## src/core/cdiag_pkg.sv

```systemverilog
// Package of constants for the CAN interrupt and diagnostic mode block
package cdiag_pkg;
  localparam int          NUM_SRC       = 6;
  localparam int          NUM_BUF       = 16;
  localparam logic [3:0]  ADDR_W        = 4'h4;
  localparam logic [3:0]  OFF_STATUS    = 4'h0;
  localparam logic [3:0]  OFF_ENABLE    = 4'h1;
  localparam logic [3:0]  OFF_CTRL      = 4'h2;
  localparam logic [3:0]  OFF_LEC       = 4'h3;
  localparam logic [3:0]  OFF_BUF_IE    = 4'h4;
  localparam logic [3:0]  OFF_TRQ       = 4'h5;
  localparam logic [3:0]  OFF_TEC       = 4'h6;
  localparam int          SRC_TX        = 0;
  localparam int          SRC_RX        = 1;
  localparam int          SRC_ERRST     = 2;
  localparam int          SRC_PROTO     = 3;
  localparam int          SRC_ARB       = 4;
  localparam int          SRC_WAKE      = 5;
  localparam int          CTRL_MODE_LSB = 0;
  localparam int          CTRL_AL_BIT   = 3;
  localparam int          CTRL_VALID    = 4;
  localparam int          CTRL_SLEEP    = 5;
  localparam logic [15:0] DATA_RESET    = 16'h0000;
  localparam logic [7:0]  TEC_RESET     = 8'h00;
  typedef enum logic [2:0] {
    CDIAG_NORMAL, CDIAG_ABT, CDIAG_RXONLY, CDIAG_SINGLE, CDIAG_SELFTEST
  } cdiag_mode_t;
endpackage : cdiag_pkg

```

## src/core/cdiag_core.sv

```systemverilog
// CAN interrupt aggregation and diagnostic mode control
// Summary of operation
// - Six interrupt sources, each latching its own status bit.
// - Six sources merged onto four request outputs.
// - Status bit stays set until software writes zero.
// - Buffer transmit done drives tx line; reception drives rx line.
// - Error state, protocol error, arbitration loss share error line.
// - Buffer events count only when that buffer's enable is one.
// - Error state fires on warning level, passive or bus-off.
// - Protocol error fires on stuff, form, ack, bit or CRC error.
// - Wakeup fires on receive pin falling edge releasing sleep.
// - Receive-only: each valid acknowledged frame sets valid flag.
// - Receive-only: no transmission, transmit requests stay pending.
// - Receive-only: tx pin recessive, transmit error counter frozen.
// - Receive-only: no ack or overload driven, ack assumed internally.
// - Single-shot: no retry; retry bit one allows retry on arbitration loss.
// - Single-shot: request flag clears on success, error, or loss with retry bit zero.
// - Loss sets its status bit; error only clears the request flag, no status or error code.
// - Success sets tx status; line needs matching enable.
// - Retry bit matters only in single-shot mode.
// - Single-shot otherwise normal; not combined with block transmit.
// - Self-test: tx pin recessive, frames looped back internally.
// - Sleep entered from self-test still wakes on rx falling edge.
// - Bus wakeup sets status regardless of enable.
`timescale 1ns/100ps
`default_nettype none
module cdiag_core
  import cdiag_pkg::*;
(
  input  wire logic        ref_clk,
  input  wire logic        rst,
  input  wire logic [3:0]  addr,
  input  wire logic [15:0] wdata,
  input  wire logic        wr_stb,
  input  wire logic        rd_stb,
  output logic      [15:0] rdata,
  input  wire logic        bus_rx_pin,
  output logic             bus_tx_pin,
  input  wire logic        proto_tx_bit,
  input  wire logic        proto_ack_bit,
  output logic             proto_rx_bit,
  output logic             proto_ack_seen,
  input  wire logic        tx_ok,
  input  wire logic        tx_arb_lost,
  input  wire logic        tx_error,
  input  wire logic [3:0]  tx_buf,
  input  wire logic        rx_ok,
  input  wire logic        rx_stored,
  input  wire logic [3:0]  rx_buf,
  input  wire logic        proto_err,
  input  wire logic [2:0]  proto_err_code,
  input  wire logic        tec_inc,
  input  wire logic        tec_dec,
  input  wire logic        err_warning,
  input  wire logic        err_passive,
  input  wire logic        err_busoff,
  output logic             tx_enable,
  output logic             tx_retry,
  output logic             tx_request_line,
  output logic             rx_request_line,
  output logic             error_request_line,
  output logic             wakeup_request_line
);
  logic [5:0]  irq_status_reg;
  logic [5:0]  irq_enable_reg;
  logic [5:0]  irq_status_next;
  logic [5:0]  src_event;
  logic [15:0] buffer_irq_enable_reg;
  logic [15:0] transmit_request_flag_reg;
  logic [15:0] trq_next;
  logic [2:0]  last_error_code_reg;
  logic [7:0]  transmit_error_counter_reg;
  logic [2:0]  mode_reg;
  logic        arb_retry_bit_reg;
  logic        valid_reg;
  logic        sleep_reg;
  logic        sleep_next;
  logic        rx_meta_reg;
  logic        rx_sync_reg;
  logic        rx_prev_reg;
  logic        errst_prev_reg;
  logic [15:0] rdata_reg;
  logic        bus_tx_reg;

  function automatic logic [15:0] buf_onehot(input logic [3:0] idx);
    buf_onehot = 16'h0001 << idx;
  endfunction : buf_onehot

  wire cdiag_mode_t mode     = cdiag_mode_t'(mode_reg);
  wire logic is_rxonly       = (mode == CDIAG_RXONLY);
  wire logic is_single       = (mode == CDIAG_SINGLE);
  wire logic is_selftest     = (mode == CDIAG_SELFTEST);
  wire logic wr_status       = wr_stb && (addr == OFF_STATUS);
  wire logic wr_enable       = wr_stb && (addr == OFF_ENABLE);
  wire logic wr_ctrl         = wr_stb && (addr == OFF_CTRL);
  wire logic wr_bufie        = wr_stb && (addr == OFF_BUF_IE);
  wire logic wr_trq          = wr_stb && (addr == OFF_TRQ);
  wire logic errst_now       = err_warning || err_passive || err_busoff;
  wire logic rx_fall         = rx_prev_reg && !rx_sync_reg;
  wire logic wake_evt        = sleep_reg && rx_fall;
  wire logic tx_ev           = tx_ok && !is_rxonly;
  wire logic tx_buf_en       = buffer_irq_enable_reg[tx_buf];
  wire logic rx_buf_en       = buffer_irq_enable_reg[rx_buf];

  // Source events; buffer events gated by per-buffer enables
  assign src_event[SRC_TX]    = tx_ev && tx_buf_en;
  assign src_event[SRC_RX]    = rx_ok && rx_stored && rx_buf_en;
  assign src_event[SRC_ERRST] = errst_now && !errst_prev_reg;
  assign src_event[SRC_PROTO] = proto_err;
  assign src_event[SRC_ARB]   = tx_arb_lost && !is_rxonly;
  assign src_event[SRC_WAKE]  = wake_evt;

  // Set wins over a software clear
  assign irq_status_next = (wr_status ? (irq_status_reg & wdata[5:0])
                                      : irq_status_reg) | src_event;

  // Request lines gated by enable only
  assign tx_request_line     = irq_status_reg[SRC_TX] &&
                               irq_enable_reg[SRC_TX];
  assign rx_request_line     = irq_status_reg[SRC_RX] &&
                               irq_enable_reg[SRC_RX];
  assign error_request_line  = |(irq_status_reg[SRC_ARB:SRC_ERRST] &
                                 irq_enable_reg[SRC_ARB:SRC_ERRST]);
  assign wakeup_request_line = irq_status_reg[SRC_WAKE] &&
                               irq_enable_reg[SRC_WAKE];

  // Transmission gating and retry policy
  assign tx_enable = !is_rxonly && !sleep_reg &&
                     (|transmit_request_flag_reg);
  assign tx_retry  = is_single ? arb_retry_bit_reg : 1'b1;

  // Request flags: single-shot clears on error too, and on loss when retry bit is zero
  always_comb begin
    trq_next = wr_trq ? wdata : transmit_request_flag_reg;
    if (tx_ok && !is_rxonly) begin
      trq_next = trq_next & ~buf_onehot(tx_buf);
    end
    if (is_single && (tx_error || (tx_arb_lost && !arb_retry_bit_reg))) begin
      trq_next = trq_next & ~buf_onehot(tx_buf);
    end
  end

  // Internal loopback in self-test; pin held recessive in receive-only and self-test
  assign proto_rx_bit   = is_selftest ? proto_tx_bit : rx_sync_reg;
  assign proto_ack_seen = is_rxonly ? 1'b1 : proto_ack_bit;
  assign bus_tx_pin     = bus_tx_reg;

  assign sleep_next = wr_ctrl ? wdata[CTRL_SLEEP]
                              : (sleep_reg && !rx_fall);
  assign rdata = rdata_reg;

  always_ff @(posedge ref_clk) begin
    if (rst) begin
      rx_meta_reg <= 1'b1;
      rx_sync_reg <= 1'b1;
      rx_prev_reg <= 1'b1;
    end else begin
      rx_meta_reg <= bus_rx_pin;
      rx_sync_reg <= rx_meta_reg;
      rx_prev_reg <= rx_sync_reg;
    end
  end

  always_ff @(posedge ref_clk) begin
    if (rst) begin
      bus_tx_reg <= 1'b1;
    end else begin
      bus_tx_reg <= (is_rxonly || is_selftest) ? 1'b1 : proto_tx_bit;
    end
  end

  always_ff @(posedge ref_clk) begin
    if (rst) begin
      irq_status_reg <= 6'h00;
      errst_prev_reg <= 1'b0;
    end else begin
      irq_status_reg <= irq_status_next;
      errst_prev_reg <= errst_now;
    end
  end

  always_ff @(posedge ref_clk) begin
    if (rst) begin
      irq_enable_reg        <= 6'h00;
      buffer_irq_enable_reg <= DATA_RESET;
      mode_reg              <= 3'h0;
      arb_retry_bit_reg     <= 1'b0;
      sleep_reg             <= 1'b0;
    end else begin
      sleep_reg <= sleep_next;
      if (wr_enable) begin
        irq_enable_reg <= wdata[5:0];
      end
      if (wr_bufie) begin
        buffer_irq_enable_reg <= wdata;
      end
      if (wr_ctrl) begin
        mode_reg          <= wdata[CTRL_MODE_LSB +: 3];
        arb_retry_bit_reg <= wdata[CTRL_AL_BIT];
      end
    end
  end

  always_ff @(posedge ref_clk) begin
    if (rst) begin
      transmit_request_flag_reg <= DATA_RESET;
    end else begin
      transmit_request_flag_reg <= trq_next;
    end
  end

  always_ff @(posedge ref_clk) begin
    if (rst) begin
      valid_reg <= 1'b0;
    end else if (is_rxonly && rx_ok) begin
      valid_reg <= 1'b1;
    end else if (wr_ctrl && !wdata[CTRL_VALID]) begin
      valid_reg <= 1'b0;
    end
  end

  always_ff @(posedge ref_clk) begin
    if (rst) begin
      last_error_code_reg <= 3'h0;
    end else if (proto_err) begin
      last_error_code_reg <= proto_err_code;
    end
  end

  always_ff @(posedge ref_clk) begin
    if (rst) begin
      transmit_error_counter_reg <= TEC_RESET;
    end else if (!is_rxonly) begin
      if (tec_inc && transmit_error_counter_reg != 8'hFF) begin
        transmit_error_counter_reg <= transmit_error_counter_reg + 8'h01;
      end else if (tec_dec && transmit_error_counter_reg != 8'h00) begin
        transmit_error_counter_reg <= transmit_error_counter_reg - 8'h01;
      end
    end
  end

  always_ff @(posedge ref_clk) begin
    if (rst) begin
      rdata_reg <= DATA_RESET;
    end else if (rd_stb) begin
      case (addr)
        OFF_STATUS: rdata_reg <= {10'h000, irq_status_reg};
        OFF_ENABLE: rdata_reg <= {10'h000, irq_enable_reg};
        OFF_CTRL:   rdata_reg <= {10'h000, sleep_reg, valid_reg,
                                  arb_retry_bit_reg, mode_reg};
        OFF_LEC:    rdata_reg <= {13'h0000, last_error_code_reg};
        OFF_BUF_IE: rdata_reg <= buffer_irq_enable_reg;
        OFF_TRQ:    rdata_reg <= transmit_request_flag_reg;
        OFF_TEC:    rdata_reg <= {8'h00, transmit_error_counter_reg};
        default:    rdata_reg <= DATA_RESET;
      endcase
    end else begin
      rdata_reg <= DATA_RESET;
    end
  end
endmodule : cdiag_core
`default_nettype wire

```

## config.mk

```make
export PLATFORM = sky130hd
export DESIGN_NAME = cdiag_core
export DESIGN_NICKNAME = d
export VERILOG_FILES = /design/src/core/cdiag_pkg.sv /design/src/core/cdiag_core.sv
export SDC_FILE = /design/constraint.sdc
export NUM_CORES = 1
export LEC_CHECK = 0
export ABC_CLOCK_PERIOD_IN_PS = 2890
export BUFFER_PORTS_ARGS = -buffer_cell sky130_fd_sc_hd__buf_4
export CORE_MARGIN = 5
export CORE_UTILIZATION = 45
export DETAILED_ROUTE_END_ITERATION = 10
export GPL_TIMING_DRIVEN = 0
export PLACE_DENSITY = 0.69
export SETUP_SLACK_MARGIN = 0.15
export SYNTH_ARGS = -nofsm -noshare
export SYNTH_HDL_FRONTEND = slang
export SYNTH_SLANG_ARGS = --single-unit
```

## constraint.sdc

```tcl
create_clock -name ref_clk -period 2.89 [get_ports ref_clk]
set_clock_uncertainty 0.2 [all_clocks]
set_input_delay 0.289 -clock ref_clk [delete_from_list [all_inputs] [get_ports ref_clk]]
set_output_delay 0.289 -clock ref_clk [all_outputs]
set_load 0.03 [all_outputs]
```

; Yosys cells after proc, flatten, opt, wreduce, memory -nomap -nowiden
; Cells that the tools add are included.
[op_classes]
add_sub_neg = 2
n_lt_le_gt_ge = 2
eq_ne = 10
n_shift = 1
mux = 17
bitwise = 8
n_reduce_logical = 45
[ops]
columns = op, count
row1 = $pmux W16 S7, 1
row2 = $mux W16, 3
row3 = $and A16 B16 Y16, 2
row4 = $logic_and A1 B1 Y1, 25
row5 = $mux W8, 2
row6 = $not A16 Y16, 1
row7 = $reduce_or A16 Y1, 1
row8 = $shl A1 B4 Y16 const A, 1
row9 = $eq A4 B3 Y1 const B, 3
row10 = $lt A4 B5 Y1 const B, 2
row11 = $add A8 B1 Y8 const B, 1
row12 = $bmux W1 S4, 2
row13 = $eq A4 B2 Y1 const B, 2
row14 = $mux W1, 8
row15 = $ne A8 B8 Y1 const B, 1
row16 = $reduce_bool A8 Y1, 1
row17 = $sub A8 B1 Y8 const B, 1
row18 = $logic_not A1 Y1, 7
row19 = $and A6 B6 Y6, 1
row20 = $eq A3 B2 Y1 const B, 2
row21 = $mux W6, 1
row22 = $or A6 B6 Y6, 1
row23 = $eq A4 B1 Y1 const B, 1
row24 = $logic_not A4 Y1, 1
row25 = other kinds (8), 14
[word_totals]
regBits = 82
inputBits = 49
out_inout_bits = 25
wordCells = 101

; Depth between registers and ports, before layout
; Gate-level depths: netlist (run 1).
[logic_depth]
ltp_word = 7
ltp_mapped = 9
mapped_depth_nobuf = 9

; Worst setup path after synthesis (run 1)
; Ideal clock, no wire load.
[synth_path]
path_kind = reg2reg
start = reg transmit_error_counter_reg[0]
end = reg transmit_error_counter_reg[7]
setup_ns = 0.123
arrival_ns = 2.489
required_time_ns = 2.567
setup_slack_ns = 0.077
path_stages_with_launch = 10
path_buffers = 0
period_less_slack_ns = 2.813
path_cell_list = dfxtp_1 nand4_1 o21a_1 inv_1 ha_1 a21o_1 a31o_2 or4b_1 a21boi_1 mux2_1
[synth_between]
elab_chain_len = 4
elab_cells_between_ends = 10
classes_between = 2 x add/sub / 1 x eq/ne / 2 x mux / 5 x reduce/logical
[synth_rtl]
columns = element, line
row1 = "start, declared", cdiag_core.sv:72  ; logic [7:0] transmit_error_counter_reg;
row2 = "start signal, assigned", cdiag_core.sv:235  ; transmit_error_counter_reg <= transmit_error_counter_reg + 8'h01;
row3 = "start signal, assigned", cdiag_core.sv:237  ; transmit_error_counter_reg <= transmit_error_counter_reg - 8'h01;
row4 = branches (longest 4 deep; another with $sub A8 B1 Y8), n/a
; Parallel ways; which one is timed is not known. The select of a mux whose other input is x is not followed.
; A chain may end at the register's enable or synchronous reset.

; Worst setup path after layout (run 1)
; Same ends and word-level chain as after synthesis.

==> flow_summary.ini, run 1 <==
[run_status]
status = complete, no violations

[run]
cap_violations = 0

[worst_setup_path]
required_ns = 2.94
critPathBufInv = 1
cp_max_fo = 6
slowest_stage = or4b_4
regToRegEndpoint = transmit_error_counter_reg[7]$_SDFFE_PP0P_
crit_start = transmit_error_counter_reg[0]$_SDFFE_PP0P_
r2r_start = transmit_error_counter_reg[0]$_SDFFE_PP0P_
cp-start-kind = flop
r2r_slack_ns = 0.17
critPathCaptureType = flop
worstRegToRegCells = 9
max_stage_delay_ns = 0.48
worst-setup-path-type = flop to flop
cpLargestDelayFamily = compound AO/OA/AOI/OAI gates
worstPathCellList = nand4_1 -> o21a_1 -> inv_4 -> ha_4 -> a21o_1 -> a31o_2 -> or4b_4 -> a21boi_2 -> mux2_4
cp.arrival_ns = 2.78

[floorplanning]
die_x_um = 105
design.core.area_um2 = 8720
num_io_pins = 74
fp.dieArea_um2 = 11000
die_h_um = 105
num_rows = 34
initial_utilization_pct = 46.4

[timing]
tns_ns = 0
period_share_pct = 94.3
fin_crit_ns = 2.72
holdWs_ns = 0.00457
grt_setup_unrepaired = yes
setup_violations = 0
drv_slew = 0
worstMarginPinSlew_ns = 0.587
setup_slack_ns = 0.166
hold_violations = 0
timing.slew.headroom_pct = 60.9
fmax_ghz = 0.367

[routing]
wirelength_um = 12600
vias_per_cell = 5.84
ant_nets = 0
drt-initial-drc-count = 380
wl_per_cell_um = 19.0
vias = 3865
drt-pass1-iter-count = 5
post-route-drc-count = 0

[global_route]
overflow = 0
grt_start_max_net_pins = 14
grt_pass1_wl_um = 19900
grt_use_total_pct = 22.7
antenna_found_initial = 0
first_global_vias = 3795

[synth]
synth_nets = 498
syn_inst = 442
avgSynthCellArea_um2 = 9.15
ys.flop_type = dfxtp_1
postSynth.asyncResetShare_pct = 0
ys_types = 55
ys_seq_area_share_pct = 40.6
yosysWarnings = 0
synth_edf_count = 0
syn-cell-area_um2 = 4050
synth_seq_cells = 82

[layout]
diodes = 0
post-route-util_pct = 60.6
fill_cells = 760
area_delta_synth_final_pct = 30.6
drive_above_1_share_pct = 27.1
final_net_count = 606
design_area_um2 = 5280
fin_cells = 662

[place]
pre_cts_ws_ns = -0.0487
dpl-instance-area_um2 = 4700
placement.io_buffers = 69
dp_hpwl_um = 9130
placedCellCount = 619
gp_congestion = 0.967

[clock_network]
cts_tree = built
cts_sinks = 82
htreeDepth = 3
cts_root_buf = clkbuf_8
cts-buffers-inserted = 9
clk_pin_slew_ns = 0.08
clock_path_buffers = 2
clock_latency_ns = 0.36

[worst_hold_path]
hp-class = input pin to flop
min_from = wdata[7]
hold_path_end = buffer_irq_enable_reg[7]$_SDFFE_PP0P_
hold_depth = 3

[power_and_ir_drop]
p_leak_nw = 2.13
power.density_nw_per_um2 = 566
irDropWorstVdd_uv = 271
power_mw = 2.99
-- cell type report --
type | instances | area [um^2] | share of cell area, %
multi-input combinational | 324 | 2320 | 44.0
sequential | 82 | 1670 | 31.6
inverter | 8 | 32.5 | 0.616
timing repair buffer | 97 | 771 | 14.6
clock buffer | 11 | 151 | 2.87
buffer | 28 | 123 | 2.32
clock inverter | 4 | 75.1 | 1.42
tap | 108 | 135 | 2.56
-- worst reg2reg max path, stage by stage, from the launching register on --
cell and delay [ns]:
dfxtp_4 0.37, nand4_1 0.12, o21a_1 0.24, inv_4 0.13, ha_4 0.23, a21o_1 0.17
a31o_2 0.22, or4b_4 0.48, a21boi_2 0.16, mux2_4 0.30
-- cells by family (layout without fill, tap and decap cells) --
kind of cell / after synthesis / after routing / share of synthesized area, %
AO/OA/AOI/OAI: 110 / 110 / 18.2
XOR/XNOR: 4 / 4 / 0.866
adder cells (fa/ha/maj): 7 / 7 / 2.35
buffers and inverters: 36 / 148 / 3.77
flip-flops: 82 / 82 / 40.6
multiplexers: 50 / 50 / 15.6
AND/OR/NAND/NOR: 153 / 153 / 18.6
-- timing repair --
| item | 4_1_cts | 5_1_grt |
|---|---|---|
| gates resized for setup | 19 | 6 |
| buffers inserted | 10 | 1 |
| hold endpoints to repair | 16 | 0 |
| setup endpoints to repair | 1 | 1 |
| hold buffers | 17 | 0 |
| pin swaps | 2 | 5 |
-- report_power, final --
group          switching (mW)  internal [mW]
Sequential             0.0504           1.21
Combinational           0.397          0.374
Clock                   0.432          0.529
-- Yosys cell counts, drive strengths merged, types with 2 or more instances --
library cell	n	area, um^2
nand3	13	65.1
a211oi	17	133
o21ai	14	70.1
a21boi	2	15.0
nor4	6	37.5
o32ai	3	26.3
nor3b	6	45.0
or2	4	25.0
nand2	47	181
nand2b	7	43.8
a21o	4	30.0
a311oi	4	41.3
mux2i	35	350
nor2	38	143
nand4	5	31.3
buf	12	62.6
o21a	3	30.0
nor2b	8	50.1
inv	8	30.0
xnor2	3	26.3
clkbuf	16	60.1
a21oi	39	195
and3b	2	21.3
dfxtp	82	1640
a22oi	9	67.6
mux2	5	56.3
nand3b	3	22.5
ha	6	75.1
a222oi	2	20.0
a221oi	4	35.0
nor3	7	35.0
and2	4	25.0
mux4	10	225
a31o	2	17.5
-- routing by layer --
| metal | part of all wire, % | GRT usage (%) | up-vias |
|---|---|---|---|
| li1 | - | - | 1837 |
| met5 | 0 | 0 | - |
| met3 | 8.7 | 4.81 | 30 |
| met4 | 2.8 | 9.68 | 0 |
| met2 | 45 | 34.7 | 200 |
| met1 | 44 | 31.1 | 1798 |
-- worst max-delay path by stage --
stage                                                       endpoint  slack (ns)  cells after the start
after floorplan           transmit_error_counter_reg[7]$_SDFFE_PP0P_        0.16                      9
final                     transmit_error_counter_reg[7]$_SDFFE_PP0P_        0.17                      9
after CTS                 transmit_error_counter_reg[7]$_SDFFE_PP0P_        0.17                      9
after detailed placement  transmit_error_counter_reg[7]$_SDFFE_PP0P_       -0.05                      9
after global routing      transmit_error_counter_reg[7]$_SDFFE_PP0P_        0.12                      9
after global placement    transmit_error_counter_reg[7]$_SDFFE_PP0P_       -0.02                      9
-- cells in the final DEF (no fill, tap or decap), types with 5 or more instances in the layout --
cell type / instances
a211oi_1: 16
a21oi_1: 37
a22oi_1: 9
buf_2: 11
buf_4: 81
clkbuf_1: 16
clkbuf_8: 11
dfxtp_1: 74
dfxtp_4: 7
dlygate4sd3_1: 17
inv_1: 7
mux2i_1: 35
mux4_2: 10
nand2_1: 45
nand2b_1: 7
nand3_1: 12
nand4_1: 5
nor2_1: 38
nor2b_1: 8
nor3_1: 7
nor3b_1: 6
nor4_1: 6
o21ai_0: 11
Power figures use the tool's default switching activity.
==> run 2: changes to the inputs <==
--- a/config.mk
+++ b/config.mk
@@ -12,6 +12,7 @@
 export DETAILED_ROUTE_END_ITERATION = 10
 export GPL_TIMING_DRIVEN = 0
 export PLACE_DENSITY = 0.69
+export RECOVER_POWER = 100
 export SETUP_SLACK_MARGIN = 0.15
 export SYNTH_ARGS = -nofsm -noshare
 export SYNTH_HDL_FRONTEND = slang
==> run 2 against run 1 <==
Global-route usage unchanged. Wire length grew 0.40%. Critical path type unchanged. Worst hold slack got worse by 0.0022 ns. Via count up 0.18%. Largest power group unchanged. Core utilization decreased by 1.3 points. Largest cell class unchanged. Critical path depth did not move. Fmax decreased by 1.2%. Sequential share of layout area up 0.64 points. First-iteration DRC count decreased by 11%. Combinational power down 1%. Sequential power is essentially flat.
==> flow_summary.ini, run 2 (synthesized netlist as in run 1, its figures left out) <==
[floorplanning]
fp.dieArea_um2 = 11000
design.core.area_um2 = 8720
initial_utilization_pct = 46.4
num_io_pins = 74
die_h_um = 105
num_rows = 34
die_x_um = 105

[clock_network]
clock_latency_ns = 0.36
cts_sinks = 82
cts_tree = built
clk_pin_slew_ns = 0.08
cts_root_buf = clkbuf_8
htreeDepth = 3
cts-buffers-inserted = 9
clock_path_buffers = 2

[worst_setup_path]
cp_max_fo = 6
worst-setup-path-type = flop to flop
required_ns = 2.94
critPathCaptureType = flop
cp.arrival_ns = 2.81
cp-start-kind = flop

[place]
dp_hpwl_um = 9130
gp_congestion = 0.967
placedCellCount = 619
placement.io_buffers = 69

[layout]
fin_cells = 662
diodes = 0
final_net_count = 606
drive_above_1_share_pct = 20.9
final_cell_mix = 75 x dfxtp_1, 56 x buf_4, 46 x clkbuf_1, 46 x nand2_1, 38 x nor2_1
final_common_cell = dfxtp_1
post-route-util_pct = 59.2
fill_cells = 782
area_delta_synth_final_pct = 27.7

[global_route]
grt_use_total_pct = 22.7
antenna_found_initial = 0
grt_start_max_net_pins = 14
overflow = 0
grt_pass1_wl_um = 19900
first_global_vias = 3795

[worst_hold_path]
hp-class = input pin to flop

[timing]
setup_violations = 0
tns_ns = 0
worstMarginPinSlew_ns = 0.589
timing.slew.headroom_pct = 60.7
grt_setup_unrepaired = yes
fin_crit_ns = 2.76
hold_violations = 0
period_share_pct = 95.4
fmax_ghz = 0.363
drv_slew = 0

[routing]
post-route-drc-count = 0
vias = 3872
drt-initial-drc-count = 337
wl_per_cell_um = 19.0
wirelength_um = 12600
vias_per_cell = 5.85
drt-pass1-iter-count = 5
ant_nets = 0

[power_and_ir_drop]
p_leak_nw = 2.02
irDropWorstVdd_uv = 271
p_clk_share_pct = 32.2
comb_power_share_pct = 25.6
netSwitchingPower_mw = 0.877
swShare_pct = 29.4
seqPwrFrac_pct = 42.2
p_int_mw = 2.10
power.density_nw_per_um2 = 577

[run_status]
status = complete, no violations

[run]
cap_violations = 0
-- run 2: stage by stage --
stage          setup slack, ns  instance area [um^2]  hold WS (ns)  power (mW)
2_1_floorplan            0.162                  4050         0.189        1.66
5_1_grt                 0.0670                  5160       0.00628        3.10
3_3_place_gp           -0.0223                  4700         0.193        1.83
3_5_place_dp           -0.0487                  4700         0.198        1.85
4_1_cts                  0.167                  5250      0.000842        2.94
6_report                 0.133                  5160       0.00233        2.98
-- run 2: timing repair --
action,4_1_cts,5_1_grt
endpoints found under the setup margin,1,1
gates resized for setup,19,6
endpoints found under the hold margin,16,0
hold buffers,17,0
pin swaps,2,5
setup buffers,10,1
-- run 2: cell type report --
type / instances / area (um^2) / area share [%]
repair buffers: 97 / 681 / 13.2
multi-input cells: 324 / 2310 / 44.7
flip-flops and latches: 82 / 1670 / 32.2
clock buffers: 11 / 151 / 2.93
well taps: 108 / 135 / 2.62
inverters: 8 / 32.5 / 0.630
clock inverters: 4 / 75.1 / 1.45
plain buffers: 28 / 115 / 2.23
-- run 2: worst paths after layout --
path              slack, ns                                       start  depth (start not counted)                                    endpoint
hold / removal        0.002                                    wdata[7]                          3       buffer_irq_enable_reg[7]$_SDFFE_PP0P_
setup / recovery       0.13  transmit_error_counter_reg[0]$_SDFFE_PP0P_                          9  transmit_error_counter_reg[7]$_SDFFE_PP0P_
setup reg to reg       0.13  transmit_error_counter_reg[0]$_SDFFE_PP0P_                          9  transmit_error_counter_reg[7]$_SDFFE_PP0P_
hold reg to reg        0.22                      rx_meta_reg$_SDFF_PP1_                          1                      rx_sync_reg$_SDFF_PP1_
-- run 2: power by group through the flow --
| stage | logic (mW) | registers (mW) | clock network (mW) |
|---|---|---|---|
| global route | 0.825 | 1.27 | 1.01 |
| detailed placement | 0.556 | 1.30 | 0 |
| floorplan | 0.392 | 1.27 | 0 |
| CTS | 0.715 | 1.25 | 0.966 |
| global placement | 0.539 | 1.30 | 0 |
| finish | 0.762 | 1.26 | 0.960 |
-- run 2: routing by layer --
metal | vias up | GRT usage [%] | share of wire [%]
met5 | - | 0 | 0
met4 | 0 | 9.68 | 2.6
met3 | 28 | 4.81 | 8.0
met2 | 194 | 34.7 | 45
met1 | 1816 | 31.1 | 44
li1 | 1834 | - | -
-- run 2: worst max-delay path: stages (launching register included) --
cell	delay (ns)
dfxtp_1	0.38
nand4_1	0.14
o21a_1	0.24
inv_4	0.13
ha_4	0.23
a21o_1	0.18
a31o_2	0.22
or4b_4	0.48
a21boi_2	0.16
mux2_4	0.30
